### src/inc/pcs_pkg.sv
// Constants for the PHY control and status register block
package pcs_pkg;
    // ****************************************
    // Register addresses and field positions
    // ****************************************
    localparam logic [4:0] REG_CTRL = 5'h00;
    localparam logic [4:0] REG_STAT = 5'h01;
    localparam logic [4:0] ADDR_ISO = 5'h00;
    localparam int C_LOOP = 14;
    localparam int C_RATE = 13;
    localparam int C_ANEN = 12;
    localparam int C_LP = 11;
    localparam int C_ISO = 10;
    localparam int C_RSTAN = 9;
    localparam int C_DPX = 8;
    localparam int C_CTEST = 7;
    localparam int S_CAP_HI = 14;
    localparam int S_CW_LO = 6;
    localparam int S_PRE = 6;
    // ****************************************
    // Reset values
    // ****************************************
    localparam logic [14:7] CTRL_RST = 8'h60;
    localparam logic [14:6] STAT_CW_RST = 9'h1e0;
    // ****************************************
    // Management frame fields and timing
    // ****************************************
    localparam logic [1:0] OP_RD = 2'h2;
    localparam logic [1:0] OP_WR = 2'h1;
    localparam int PRE_LEN = 32;
    localparam int HDR_LAST = 12;
    localparam int DATA_LAST = 15;
    localparam int COL_ON_BT = 512;
    localparam int COL_OFF_BT = 4;
    typedef enum logic [4:0] {
        ST_IDLE = 5'b00001,
        ST_HDR = 5'b00010,
        ST_TA = 5'b00100,
        ST_RD = 5'b01000,
        ST_WR = 5'b10000
    } pcs_state_t;
endpackage

### src/hdl/pcs_regs.sv
// Control and basic status registers behind the serial management port
//
// Contract
// - Strap low: negotiation enable comes from select pin, register bit ignored.
// - Strap high: enable bit picks negotiation or the rate and duplex bits.
// - Low power: MAC outputs low, line transmitter tri-stated, management alive.
// - Entering low power resets latching bits only; reset restores all defaults.
// - Isolate: MAC outputs high impedance, MAC inputs ignored, management alive.
// - Isolate defaults to one when the PHY address is zero, else zero.
// - Restart bit starts negotiation and self-clears; ignored when negotiation off. The code also ignores it whenever the strap is low.
// - Strap low: duplex from duplex pin, duplex bit ignored.
// - Software mode without negotiation: duplex bit selects half or full.
// - Duplex bit has no effect during loopback.
// - Collision test: COL follows TXEN within 512 and 4 bit times.
// - Collision test off: COL does not follow TXEN.
// - Control bits six down to zero read as zero.
// - T4 bit reads zero; four ability bits reset to one, override-writable.
// - Negotiation complete is latching high, resets to zero.
// - Negotiation ability and extended capability always read one.
// - Link status is latching low, resets to zero.
// - Remote fault and jabber are latching high, reset to zero.
// - Preamble suppression bit resets to zero; one accepts preambleless frames.
// - Any reset loads every status bit with its default. The code does so only on rst; low-power entry clears just the latching bits.
// - Read of latching-low bit returns history then loads current state.
module pcs_regs #(
    parameter int PRE_COUNT = pcs_pkg::PRE_LEN
) (
    input wire logic clk,
    input wire logic rst,
    input wire logic [4:0] phy_addr,
    input wire logic strap_mode_select_pin,
    input wire logic negotiation_select_pin,
    input wire logic duplex_select_pin,
    input wire logic mdc,
    input wire logic mdio_in,
    output logic mdio_out,
    output logic mdio_oe,
    input wire logic override_write_en,
    input wire logic loopback_active,
    input wire logic an_complete_in,
    input wire logic remote_fault_in,
    input wire logic link_up_in,
    input wire logic jabber_in,
    input wire logic negotiated_full_in,
    input wire logic tx_en_in,
    input wire logic collision_in,
    output logic an_enable,
    output logic an_restart,
    output logic full_duplex,
    output logic low_power,
    output logic line_tx_tristate,
    output logic mac_out_enable,
    output logic mac_force_low,
    output logic tx_en_gated,
    output logic col_out,
    output logic col_oe
);
    import pcs_pkg::*;

    initial
    begin
        if (PRE_COUNT < 1 || PRE_COUNT > 63)
            $error("PRE_COUNT must lie in 1..63");
    end

    // Word seen by a read of either register; other addresses read zero
    function automatic logic [15:0] rd_word(input logic [4:0] ra, input logic [14:7] c,
        input logic [14:6] cw, input logic anc, input logic rf, input logic lnk, input logic jab);
        logic [15:0] w;
        w = 16'h0000;
        if (ra == REG_CTRL)
            w = {1'b0, c[14:10], 1'b0, c[8:7], 7'h00};
        else if (ra == REG_STAT)
            w = {1'b0, cw, anc, rf, 1'b1, lnk, jab, 1'b1};
        return w;
    endfunction

    // ****************************************
    // State
    // ****************************************
    pcs_state_t st_r, st_nxt;
    logic [5:0] cnt_r, cnt_nxt;
    logic [15:0] sh_r, sh_nxt;
    logic [4:0] ra_r, ra_nxt;
    logic rd_r, rd_nxt, hit_r, hit_nxt, mdc_q_r;
    logic [14:7] ctl_r, ctl_nxt;
    logic [14:6] cw_r, cw_nxt;
    logic anc_r, anc_nxt, rf_r, rf_nxt, jab_r, jab_nxt, lnk_r, lnk_nxt;
    logic rst_an_r, rst_an_nxt, boot_r, boot_nxt, lp_q_r;
    logic mo_r, mo_nxt, moe_r, moe_nxt, anr_r, anr_nxt;
    logic an_r, an_nxt, fd_r, fd_nxt, col_r, col_nxt, coe_r, coe_nxt;
    logic rise, an_eff;

    assign rise = mdc & ~mdc_q_r;
    // Hardware strap mode takes the pin, software mode the register bit
    assign an_eff = strap_mode_select_pin ? ctl_r[C_ANEN] : negotiation_select_pin;

    // ****************************************
    // Next-state logic
    // ****************************************
    always_comb
    begin
        st_nxt = st_r;
        cnt_nxt = cnt_r;
        sh_nxt = sh_r;
        ra_nxt = ra_r;
        rd_nxt = rd_r;
        hit_nxt = hit_r;
        ctl_nxt = ctl_r;
        cw_nxt = cw_r;
        rst_an_nxt = rst_an_r;
        mo_nxt = mo_r;
        moe_nxt = moe_r;
        boot_nxt = 1'b0;
        anr_nxt = 1'b0;
        // Latch-high bits hold any event; latch-low holds any drop
        anc_nxt = anc_r | (an_eff & an_complete_in);
        rf_nxt = rf_r | remote_fault_in;
        jab_nxt = jab_r | jabber_in;
        lnk_nxt = lnk_r & link_up_in;
        // Address strap is sampled once after reset release, not under reset
        if (boot_r)
            ctl_nxt[C_ISO] = (phy_addr == ADDR_ISO);
        // Restart pending: hand it to negotiation and self-clear
        if (rst_an_r)
        begin
            anr_nxt = 1'b1;
            rst_an_nxt = 1'b0;
        end
        if (rise)
        begin
            case (st_r)
                ST_IDLE:
                begin
                    if (mdio_in)
                    begin
                        if (cnt_r < 6'(PRE_COUNT))
                            cnt_nxt = cnt_r + 6'h01;
                    end
                    else
                    begin
                        // A zero starts a frame only after a full preamble unless suppression is on
                        if (cnt_r == 6'(PRE_COUNT) || cw_r[S_PRE])
                        begin
                            st_nxt = ST_HDR;
                            sh_nxt = 16'h0000;
                        end
                        cnt_nxt = 6'h00;
                    end
                end
                ST_HDR:
                begin
                    sh_nxt = {sh_r[14:0], mdio_in};
                    cnt_nxt = cnt_r + 6'h01;
                    if (cnt_r == 6'(HDR_LAST))
                    begin
                        cnt_nxt = 6'h00;
                        ra_nxt = sh_nxt[4:0];
                        hit_nxt = (sh_nxt[9:5] == phy_addr);
                        rd_nxt = (sh_nxt[11:10] == OP_RD);
                        if (!sh_nxt[12] || (sh_nxt[11:10] != OP_RD && sh_nxt[11:10] != OP_WR))
                            st_nxt = ST_IDLE;
                        else
                            st_nxt = ST_TA;
                    end
                end
                ST_TA:
                begin
                    cnt_nxt = cnt_r + 6'h01;
                    if (cnt_r == 6'h00 && rd_r && hit_r)
                    begin
                        // Snapshot first, then the read side effects on the latches
                        sh_nxt = rd_word(ra_r, ctl_r, cw_r, anc_r, rf_r, lnk_r, jab_r);
                        moe_nxt = 1'b1;
                        mo_nxt = 1'b0;
                        if (ra_r == REG_STAT)
                        begin
                            anc_nxt = an_eff & an_complete_in;
                            rf_nxt = remote_fault_in;
                            jab_nxt = jabber_in;
                            lnk_nxt = link_up_in;
                        end
                    end
                    else if (cnt_r != 6'h00)
                    begin
                        cnt_nxt = 6'h00;
                        if (rd_r)
                        begin
                            st_nxt = ST_RD;
                            mo_nxt = sh_r[15];
                            sh_nxt = {sh_r[14:0], 1'b0};
                        end
                        else
                            st_nxt = ST_WR;
                    end
                end
                ST_RD:
                begin
                    if (cnt_r == 6'(DATA_LAST))
                    begin
                        moe_nxt = 1'b0;
                        mo_nxt = 1'b0;
                        st_nxt = ST_IDLE;
                        cnt_nxt = 6'h00;
                    end
                    else
                    begin
                        mo_nxt = sh_r[15];
                        sh_nxt = {sh_r[14:0], 1'b0};
                        cnt_nxt = cnt_r + 6'h01;
                    end
                end
                ST_WR:
                begin
                    sh_nxt = {sh_r[14:0], mdio_in};
                    cnt_nxt = cnt_r + 6'h01;
                    if (cnt_r == 6'(DATA_LAST))
                    begin
                        st_nxt = ST_IDLE;
                        cnt_nxt = 6'h00;
                        if (hit_r && ra_r == REG_CTRL)
                        begin
                            ctl_nxt = sh_nxt[14:7];
                            ctl_nxt[C_RSTAN] = 1'b0;
                            // Restart only counts in software mode with negotiation on
                            if (sh_nxt[C_RSTAN] && strap_mode_select_pin && ctl_r[C_ANEN])
                                rst_an_nxt = 1'b1;
                        end
                        if (hit_r && ra_r == REG_STAT && override_write_en)
                            cw_nxt = sh_nxt[S_CAP_HI:S_CW_LO];
                    end
                end
                default:
                begin
                    st_nxt = ST_IDLE;
                    cnt_nxt = 6'h00;
                end
            endcase
        end
        // Entering low power wipes latches back to defaults, nothing else
        if (ctl_r[C_LP] && !lp_q_r)
        begin
            anc_nxt = 1'b0;
            rf_nxt = 1'b0;
            jab_nxt = 1'b0;
            lnk_nxt = 1'b0;
        end
    end

    // ****************************************
    // Datapath controls seen by the PHY core
    // ****************************************
    always_comb
    begin
        an_nxt = an_eff;
        // Loopback makes duplex moot, so half is held there
        if (loopback_active)
            fd_nxt = 1'b0;
        else if (!strap_mode_select_pin)
            fd_nxt = duplex_select_pin;
        else if (an_eff)
            fd_nxt = negotiated_full_in;
        else
            fd_nxt = ctl_r[C_DPX];
        // One cycle of lag is well inside both bit-time limits
        coe_nxt = ~ctl_r[C_ISO];
        if (ctl_r[C_ISO] || ctl_r[C_LP])
            col_nxt = 1'b0;
        else if (ctl_r[C_CTEST])
            col_nxt = tx_en_in;
        else
            col_nxt = collision_in & ~loopback_active;
    end

    // ****************************************
    // Registers
    // ****************************************
    always_ff @(posedge clk or posedge rst)
    begin
        if (rst)
        begin
            st_r <= ST_IDLE;
            cnt_r <= 6'h00;
            sh_r <= 16'h0000;
            ra_r <= 5'h00;
            rd_r <= 1'b0;
            hit_r <= 1'b0;
            mdc_q_r <= 1'b1; // Matches the parked-high clock so no false rise follows reset
            ctl_r <= CTRL_RST;
            cw_r <= STAT_CW_RST;
            anc_r <= 1'b0;
            rf_r <= 1'b0;
            jab_r <= 1'b0;
            lnk_r <= 1'b0;
            rst_an_r <= 1'b0;
            boot_r <= 1'b1;
            lp_q_r <= 1'b0;
            mo_r <= 1'b0;
            moe_r <= 1'b0;
            anr_r <= 1'b0;
            an_r <= 1'b0;
            fd_r <= 1'b0;
            col_r <= 1'b0;
            coe_r <= 1'b0;
            low_power <= 1'b0;
            line_tx_tristate <= 1'b0;
            mac_out_enable <= 1'b0;
            mac_force_low <= 1'b0;
            tx_en_gated <= 1'b0;
        end
        else
        begin
            st_r <= st_nxt;
            cnt_r <= cnt_nxt;
            sh_r <= sh_nxt;
            ra_r <= ra_nxt;
            rd_r <= rd_nxt;
            hit_r <= hit_nxt;
            mdc_q_r <= mdc;
            ctl_r <= ctl_nxt;
            cw_r <= cw_nxt;
            anc_r <= anc_nxt;
            rf_r <= rf_nxt;
            jab_r <= jab_nxt;
            lnk_r <= lnk_nxt;
            rst_an_r <= rst_an_nxt;
            boot_r <= boot_nxt;
            lp_q_r <= ctl_r[C_LP];
            mo_r <= mo_nxt;
            moe_r <= moe_nxt;
            anr_r <= anr_nxt;
            an_r <= an_nxt;
            fd_r <= fd_nxt;
            col_r <= col_nxt;
            coe_r <= coe_nxt;
            low_power <= ctl_r[C_LP];
            line_tx_tristate <= ctl_r[C_LP];
            mac_out_enable <= ~ctl_r[C_ISO];
            mac_force_low <= ctl_r[C_LP];
            tx_en_gated <= tx_en_in & ~ctl_r[C_ISO] & ~ctl_r[C_LP];
        end
    end

    assign mdio_out = mo_r;
    assign mdio_oe = moe_r;
    assign an_restart = anr_r;
    assign an_enable = an_r;
    assign full_duplex = fd_r;
    assign col_out = col_r;
    assign col_oe = coe_r;
endmodule

### config.mk
export PLATFORM = sky130hd
export DESIGN_NAME = pcs_regs
export DESIGN_NICKNAME = d
export VERILOG_FILES = /design/src/inc/pcs_pkg.sv /design/src/hdl/pcs_regs.sv
export SDC_FILE = /design/constraint.sdc
export NUM_CORES = 1
export LEC_CHECK = 0
export BUFFER_PORTS_ARGS = -buffer_cell sky130_fd_sc_hd__buf_2
export CAP_MARGIN = 40
export CELL_PAD_IN_SITES_DETAIL_PLACEMENT = 1
export CELL_PAD_IN_SITES_GLOBAL_PLACEMENT = 2
export CORE_MARGIN = 1
export CORE_UTILIZATION = 39
export CTS_CLUSTER_DIAMETER = 200
export DETAILED_ROUTE_END_ITERATION = 6
export PLACE_DENSITY_LB_ADDON = 0.1
export SLEW_MARGIN = 20
export SYNTH_ARGS = -nofsm -noshare
export SYNTH_HDL_FRONTEND = slang
export SYNTH_SLANG_ARGS = --single-unit
### constraint.sdc
create_clock -name clk -period 2.9 [get_ports clk]
set_input_delay 0 -clock clk [delete_from_list [all_inputs] [get_ports clk]]
set_output_delay 0 -clock clk [all_outputs]
set_load 0.01 [all_outputs]
== Yosys cells after proc, flatten, opt, wreduce, memory -nomap -nowiden ==
Index checks and enable logic that the tools add are counted.
Operators by class
  mux-type cells: 70
  order comparisons: 1
  reduce and logical (&&, ||, !) cells: 30
  equal/unequal tests: 25
  bitwise logic cells: 13
  add/sub/neg operators: 1
Operator list (number)
  16-bit two-way mux: 6
  16-bit one-hot mux with 4 select lines: 1
  1-bit two-way mux: 39
  6-bit two-way mux: 6
  5-bit two-way mux: 7
  15-bit two-way mux: 2
  6-bit one-hot mux with 4 select lines: 1
  5-bit one-hot mux with 4 select lines: 1
  2-bit inequality test (second input constant): 9
  4-bit two-way mux: 4
  4-bit AND reduction: 4
  7-bit AND reduction: 2
  6-bit by 4-bit equality test with 1-bit output (second input constant): 2
  5-bit by 1-bit equality test with 1-bit output (second input constant): 2
  5-bit zero test: 2
  1-bit logical AND: 9
  3-bit inequality test (second input constant): 3
  6-bit by 1-bit adder with 6-bit output (second input constant): 1
  1-bit AND: 6
  6-bit equality test (second input constant): 1
  6-bit zero test: 1
  6-bit less-than comparator (second input constant): 1
  6-bit nonzero test: 1
  5-bit by 2-bit equality test with 1-bit output (second input constant): 1
  17 further kinds: 28
Storage, ports and cells
  word-level logic and storage cells: 165
  input port bits: 21
  register bits after elaboration: 66
  output and inout bits: 12

== Longest topological paths before layout ==
  depth in word-level cells: 8
  mapped depth: 10
  gate-level depth less buffers: 7

== Least setup slack after synthesis ==
OpenSTA, ideal clock, no wires.
  path type: register to register
  from: register cnt_r[0]
  to: register sh_r[8]
  stages on the path, launching flop included: 11
  period minus slack after synthesis: 2.434 ns
  slack: 0.466 ns
  path buffers: 3
  arrival: 2.306 ns
  cells stage by stage: dfrtp_1 > inv_1 > ha_1 > or4b_1 > buf_2 > nor4_4 > nor3_1 > or4_1 > buf_6 > buf_8 > o2bb2ai_1
Between the ends
  word-level cells in the longest chain between the ends: 5
  elaborated cells between the ends (all ways): 14
  those cells by class: 6 x eq/ne; 2 x mux; 6 x reduce/logical
Ends and longest elaborated chain
  start, declared: RTL line pcs_regs.sv:82  | logic [5:0] cnt_r, cnt_nxt;
  start signal, assigned: RTL line pcs_regs.sv:314  | cnt_r <= cnt_nxt;
  6-bit zero test: RTL line pcs_regs.sv:170  | if (cnt_r == 6'h00 && rd_r && hit_r)
  1-bit logical AND (2 in a row): RTL line pcs_regs.sv:170
  3-bit inequality test (no line) / 16-bit two-way mux (equally long branches)
  7-bit AND reduction (no line) / 16-bit one-hot mux with 4 select lines (equally long branches)
  end signal, assigned: RTL line pcs_regs.sv:315  | sh_r <= sh_nxt;
  end, declared: RTL line pcs_regs.sv:83  | logic [15:0] sh_r, sh_nxt;
Several ways; a longest one is shown, not always the timed one.
A chain may end at the register's enable or synchronous reset.

== Final worst setup path ==
  from: register cnt_r[0]
  to: register sh_r[14]
The elaborated chain is that of the path after synthesis.

==> results.sh <==
export IMPL_synth_edff_count=0
export IMPL_hold_slack_ns=0.0125
export IMPL_rows=33
export IMPL_fin_ws_ns=0.195
export IMPL_synth_top_area_share_pct=42.0
export IMPL_finalSetupViolations=0
export IMPL_end_kind="flop"
export IMPL_synth_cells=310
export IMPL_dp_cells=436
export IMPL_gp_congestion=0.797
export IMPL_outcome="completed"
export IMPL_fin_crit_ns=2.71
export IMPL_finalMaxSlewViolations=0
export IMPL_grt_pass1_wl_um=14500
export IMPL_crit_slowest_cell="or4_1"
export IMPL_grt_max_degree=27
export IMPL_fin_area_mm2=0.00402
export IMPL_clock_fmax_ghz=0.370
export IMPL_post_place_ws_ns=0.206
export IMPL_area_delta_synth_final_pct=18.5
export IMPL_crit_family="simple AND/OR/NAND/NOR gates"
export IMPL_yosysMostFrequentCell="dfrtp_1"
export IMPL_power_density_mw_per_mm2=729
export IMPL_via_count=2631
export IMPL_yosysTopAreaCell="dfrtp_1"
export IMPL_crit_buf_inv=1
export IMPL_globalRouteOverflowTotal=0
export IMPL_cts_setup_buffers=0
export IMPL_netlist_top_cells_area="dfrtp_1, mux2_2, dfstp_2"
export IMPL_max_slew_margin_pct=61.1
export IMPL_ir_drop_mv=0.314
export IMPL_synthFlopType="dfrtp_1"
export IMPL_avgSynthCellArea_um2=10.9
export IMPL_clock_path_buffers=2
export IMPL_rsz0062_at_grt="no"
export IMPL_path_class="flop to flop"
export IMPL_yosysSeqAreaShare_pct=49.0
export IMPL_grt_pass1_vias=2731
export IMPL_nFillCells=914
export IMPL_fp_dieW_um=95.3
export IMPL_netlist_top_cells_count="dfrtp_1, mux2_2, nor2_1"
export IMPL_arrival_ns=2.96
export IMPL_antennaDiodeCount=0
export IMPL_crit_fanout=15
export IMPL_synth_cell_area_mm2=0.00339
export IMPL_layout_nets=378
export IMPL_htree_levels=3
export IMPL_drc_errors=0
export IMPL_max_stage_delay_ns=0.71
export IMPL_drive_gt1_share_pct=31.2
export IMPL_synth_async_sr_flop_share_pct=100
export IMPL_p_sw_uw=966
export IMPL_seqPwrFrac_pct=42.6
export IMPL_synth_distinct_cells=54
export IMPL_final_cells=464
export IMPL_first_pass_iters=4
export IMPL_period_share_pct=93.3
export IMPL_wl_per_cell_um=19.1
export IMPL_cts_made_buffers=9
export IMPL_p_int_mw=1.97
export IMPL_drv_cap=0
export IMPL_yosys_register_bits=66
export IMPL_io_pins=33
export IMPL_routed_wl_um=8860
export IMPL_grt_usage_pct=21.8
export IMPL_cts_sinks=66
export IMPL_leakagePower_nw=1.78
export IMPL_worst_pin_slew_ns=0.583
export IMPL_avgViaCountPerCell=5.67
export IMPL_swShare_pct=32.9
export IMPL_start_util_pct=40.9
export IMPL_p_comb_share_pct=24.4
export IMPL_path_cells="inv_1, ha_1, or4b_1, nor4_4, nor3_1, or4_1, o2bb2ai_1"
export IMPL_hold_violations=0
export IMPL_dieArea_mm2=0.00908
export IMPL_clockRootBuffer="clkbuf_8"
export IMPL_cts_tree="built"
export IMPL_synth_net_count=334
export IMPL_skew_ns=0.00866
export IMPL_yosysWarningCount=0
export IMPL_dpl_instance_area_mm2=0.00366
export IMPL_drtIter0Drc=62
export IMPL_setup_tns_final_ns=0
export IMPL_die_h_um=95.3
export IMPL_cts_clk_slew_worst_paths_ns=0.08
export IMPL_critPathLaunchType="flop"
export IMPL_pwr_share_clk_pct=33.0
export IMPL_antenna_found_initial=0
export IMPL_clkLatencyLatePin_ns=0.34
export IMPL_dp_hpwl_um=6270
export IMPL_hp_class="input pin to flop"
export IMPL_crit_required_ns=3.16
export IMPL_port_buffers=32
export IMPL_core_area_mm2=0.00830
export IMPL_ant_nets=0
[state kept, by name (all words and copies together), names as in the netlist, 5 cells and up]
signal / cells
cnt_r: 6
cw_r: 9
ctl_r: 7
ra_r: 5
st_r: 5
sh_r: 16
[logic make-up (layout without fill, tap and decap cells)]
logic type | after synthesis | after routing | synth area share [%]
AO/OA/AOI/OAI | 67 | 67 | 13.9
XOR/XNOR | 7 | 7 | 1.81
adder cells (fa/ha/maj) | 3 | 3 | 1.11
buffers and inverters | 33 | 82 | 5.05
flip-flops | 66 | 66 | 49.0
multiplexers | 38 | 38 | 12.5
other | 1 | 1 | 0.111
AND/OR/NAND/NOR | 95 | 95 | 16.6
[metal layers]
layer / share of wire [%] / up-vias / global-route usage, %
met2: 45 / 35 / 33.3
met4: 1.4 / 0 / 6.06
met5: 0 / - / 0
li1: - / 1227 / -
met1: 51 / 1358 / 31.5
met3: 2.6 / 11 / 4.15
[power groups by stage]
| stage | registers [mW] | logic [mW] | clock network (mW) |
|---|---|---|---|
| 2_1_floorplan | 1.17 | 0.559 | 0 |
| 3_3_place_gp | 1.26 | 0.678 | 0 |
| 3_5_place_dp | 1.27 | 0.697 | 0 |
| 4_1_cts | 1.25 | 0.715 | 0.992 |
| 5_1_grt | 1.28 | 0.797 | 1.02 |
| 6_report | 1.25 | 0.714 | 0.968 |
[metrics by stage]
stage	power (mW)	util (%)
after CTS	2.96	48.5
after global routing	3.10	48.5
after detailed placement	1.97	44.1
after global placement	1.94	43.8
after floorplan	1.72	-
final	2.93	48.5
[final timing paths]
path | from | end | slack (ns) | cells after the start
worst max-delay path | cnt_r[0]$_DFFE_PP0P_ | sh_r[14]$_DFFE_PP0P_ | 0.19 | 7
max in group asynchronous | rst | cw_r[14]$_DFFE_PP1P_ | 1.98 | 5
worst max register to register | cnt_r[0]$_DFFE_PP0P_ | sh_r[14]$_DFFE_PP0P_ | 0.19 | 7
worst min register to register | rst_an_r$_DFF_PP0_ | an_restart$_DFF_PP0_ | 0.36 | 0
min in group asynchronous | rst | an_restart$_DFF_PP0_ | 0.13 | 3
worst min-delay path | phy_addr[3] | hit_r$_DFFE_PP0P_ | 0.01 | 4
[area by class of cell]
cell class                      count  area (um^2)  share of cell area (%)
Sequential cell                    66         1660                    41.4
Multi-Input combinational cell    211         1560                    38.8
Timing Repair Buffer               57          390                    9.71
Clock buffer                       12          145                    3.61
Tap cell                          105          131                    3.27
Clock inverter                      4         98.8                    2.46
Inverter                            9         33.8                   0.840
[worst reg2reg max path: stages, from the launching register on]
cell	delay, ns
dfrtp_1	0.43
inv_1	0.09
ha_1	0.16
or4b_1	0.60
nor4_4	0.25
nor3_1	0.10
or4_1	0.71
o2bb2ai_1	0.28
[what timing repair did]
item                                   CTS  global route
hold buffers                            12             0
endpoints found under the hold margin   44             0
resized for setup                        0             0
[cell usage in the layout (no fill, tap or decap), drive strengths merged, types with 3 or more instances in the layout]
cell type    count
dfrtp           57
buf             45
mux2            34
nor2            17
o2bb2ai         15
a22oi           14
a21oi           14
nand2           13
nor3            12
dlygate4sd3     12
clkbuf          12
o21ai           11
dfstp            9
inv              9
nand3            6
nor3b            5
nand4            5
and2             5
nor2b            4
xnor2            4
and3             4
mux2i            4
or4b             4
nand2b           3
o31ai            3
xor2             3
ha               3
bufinv           3
nor4             3
Power figures use the tool's default switching activity.
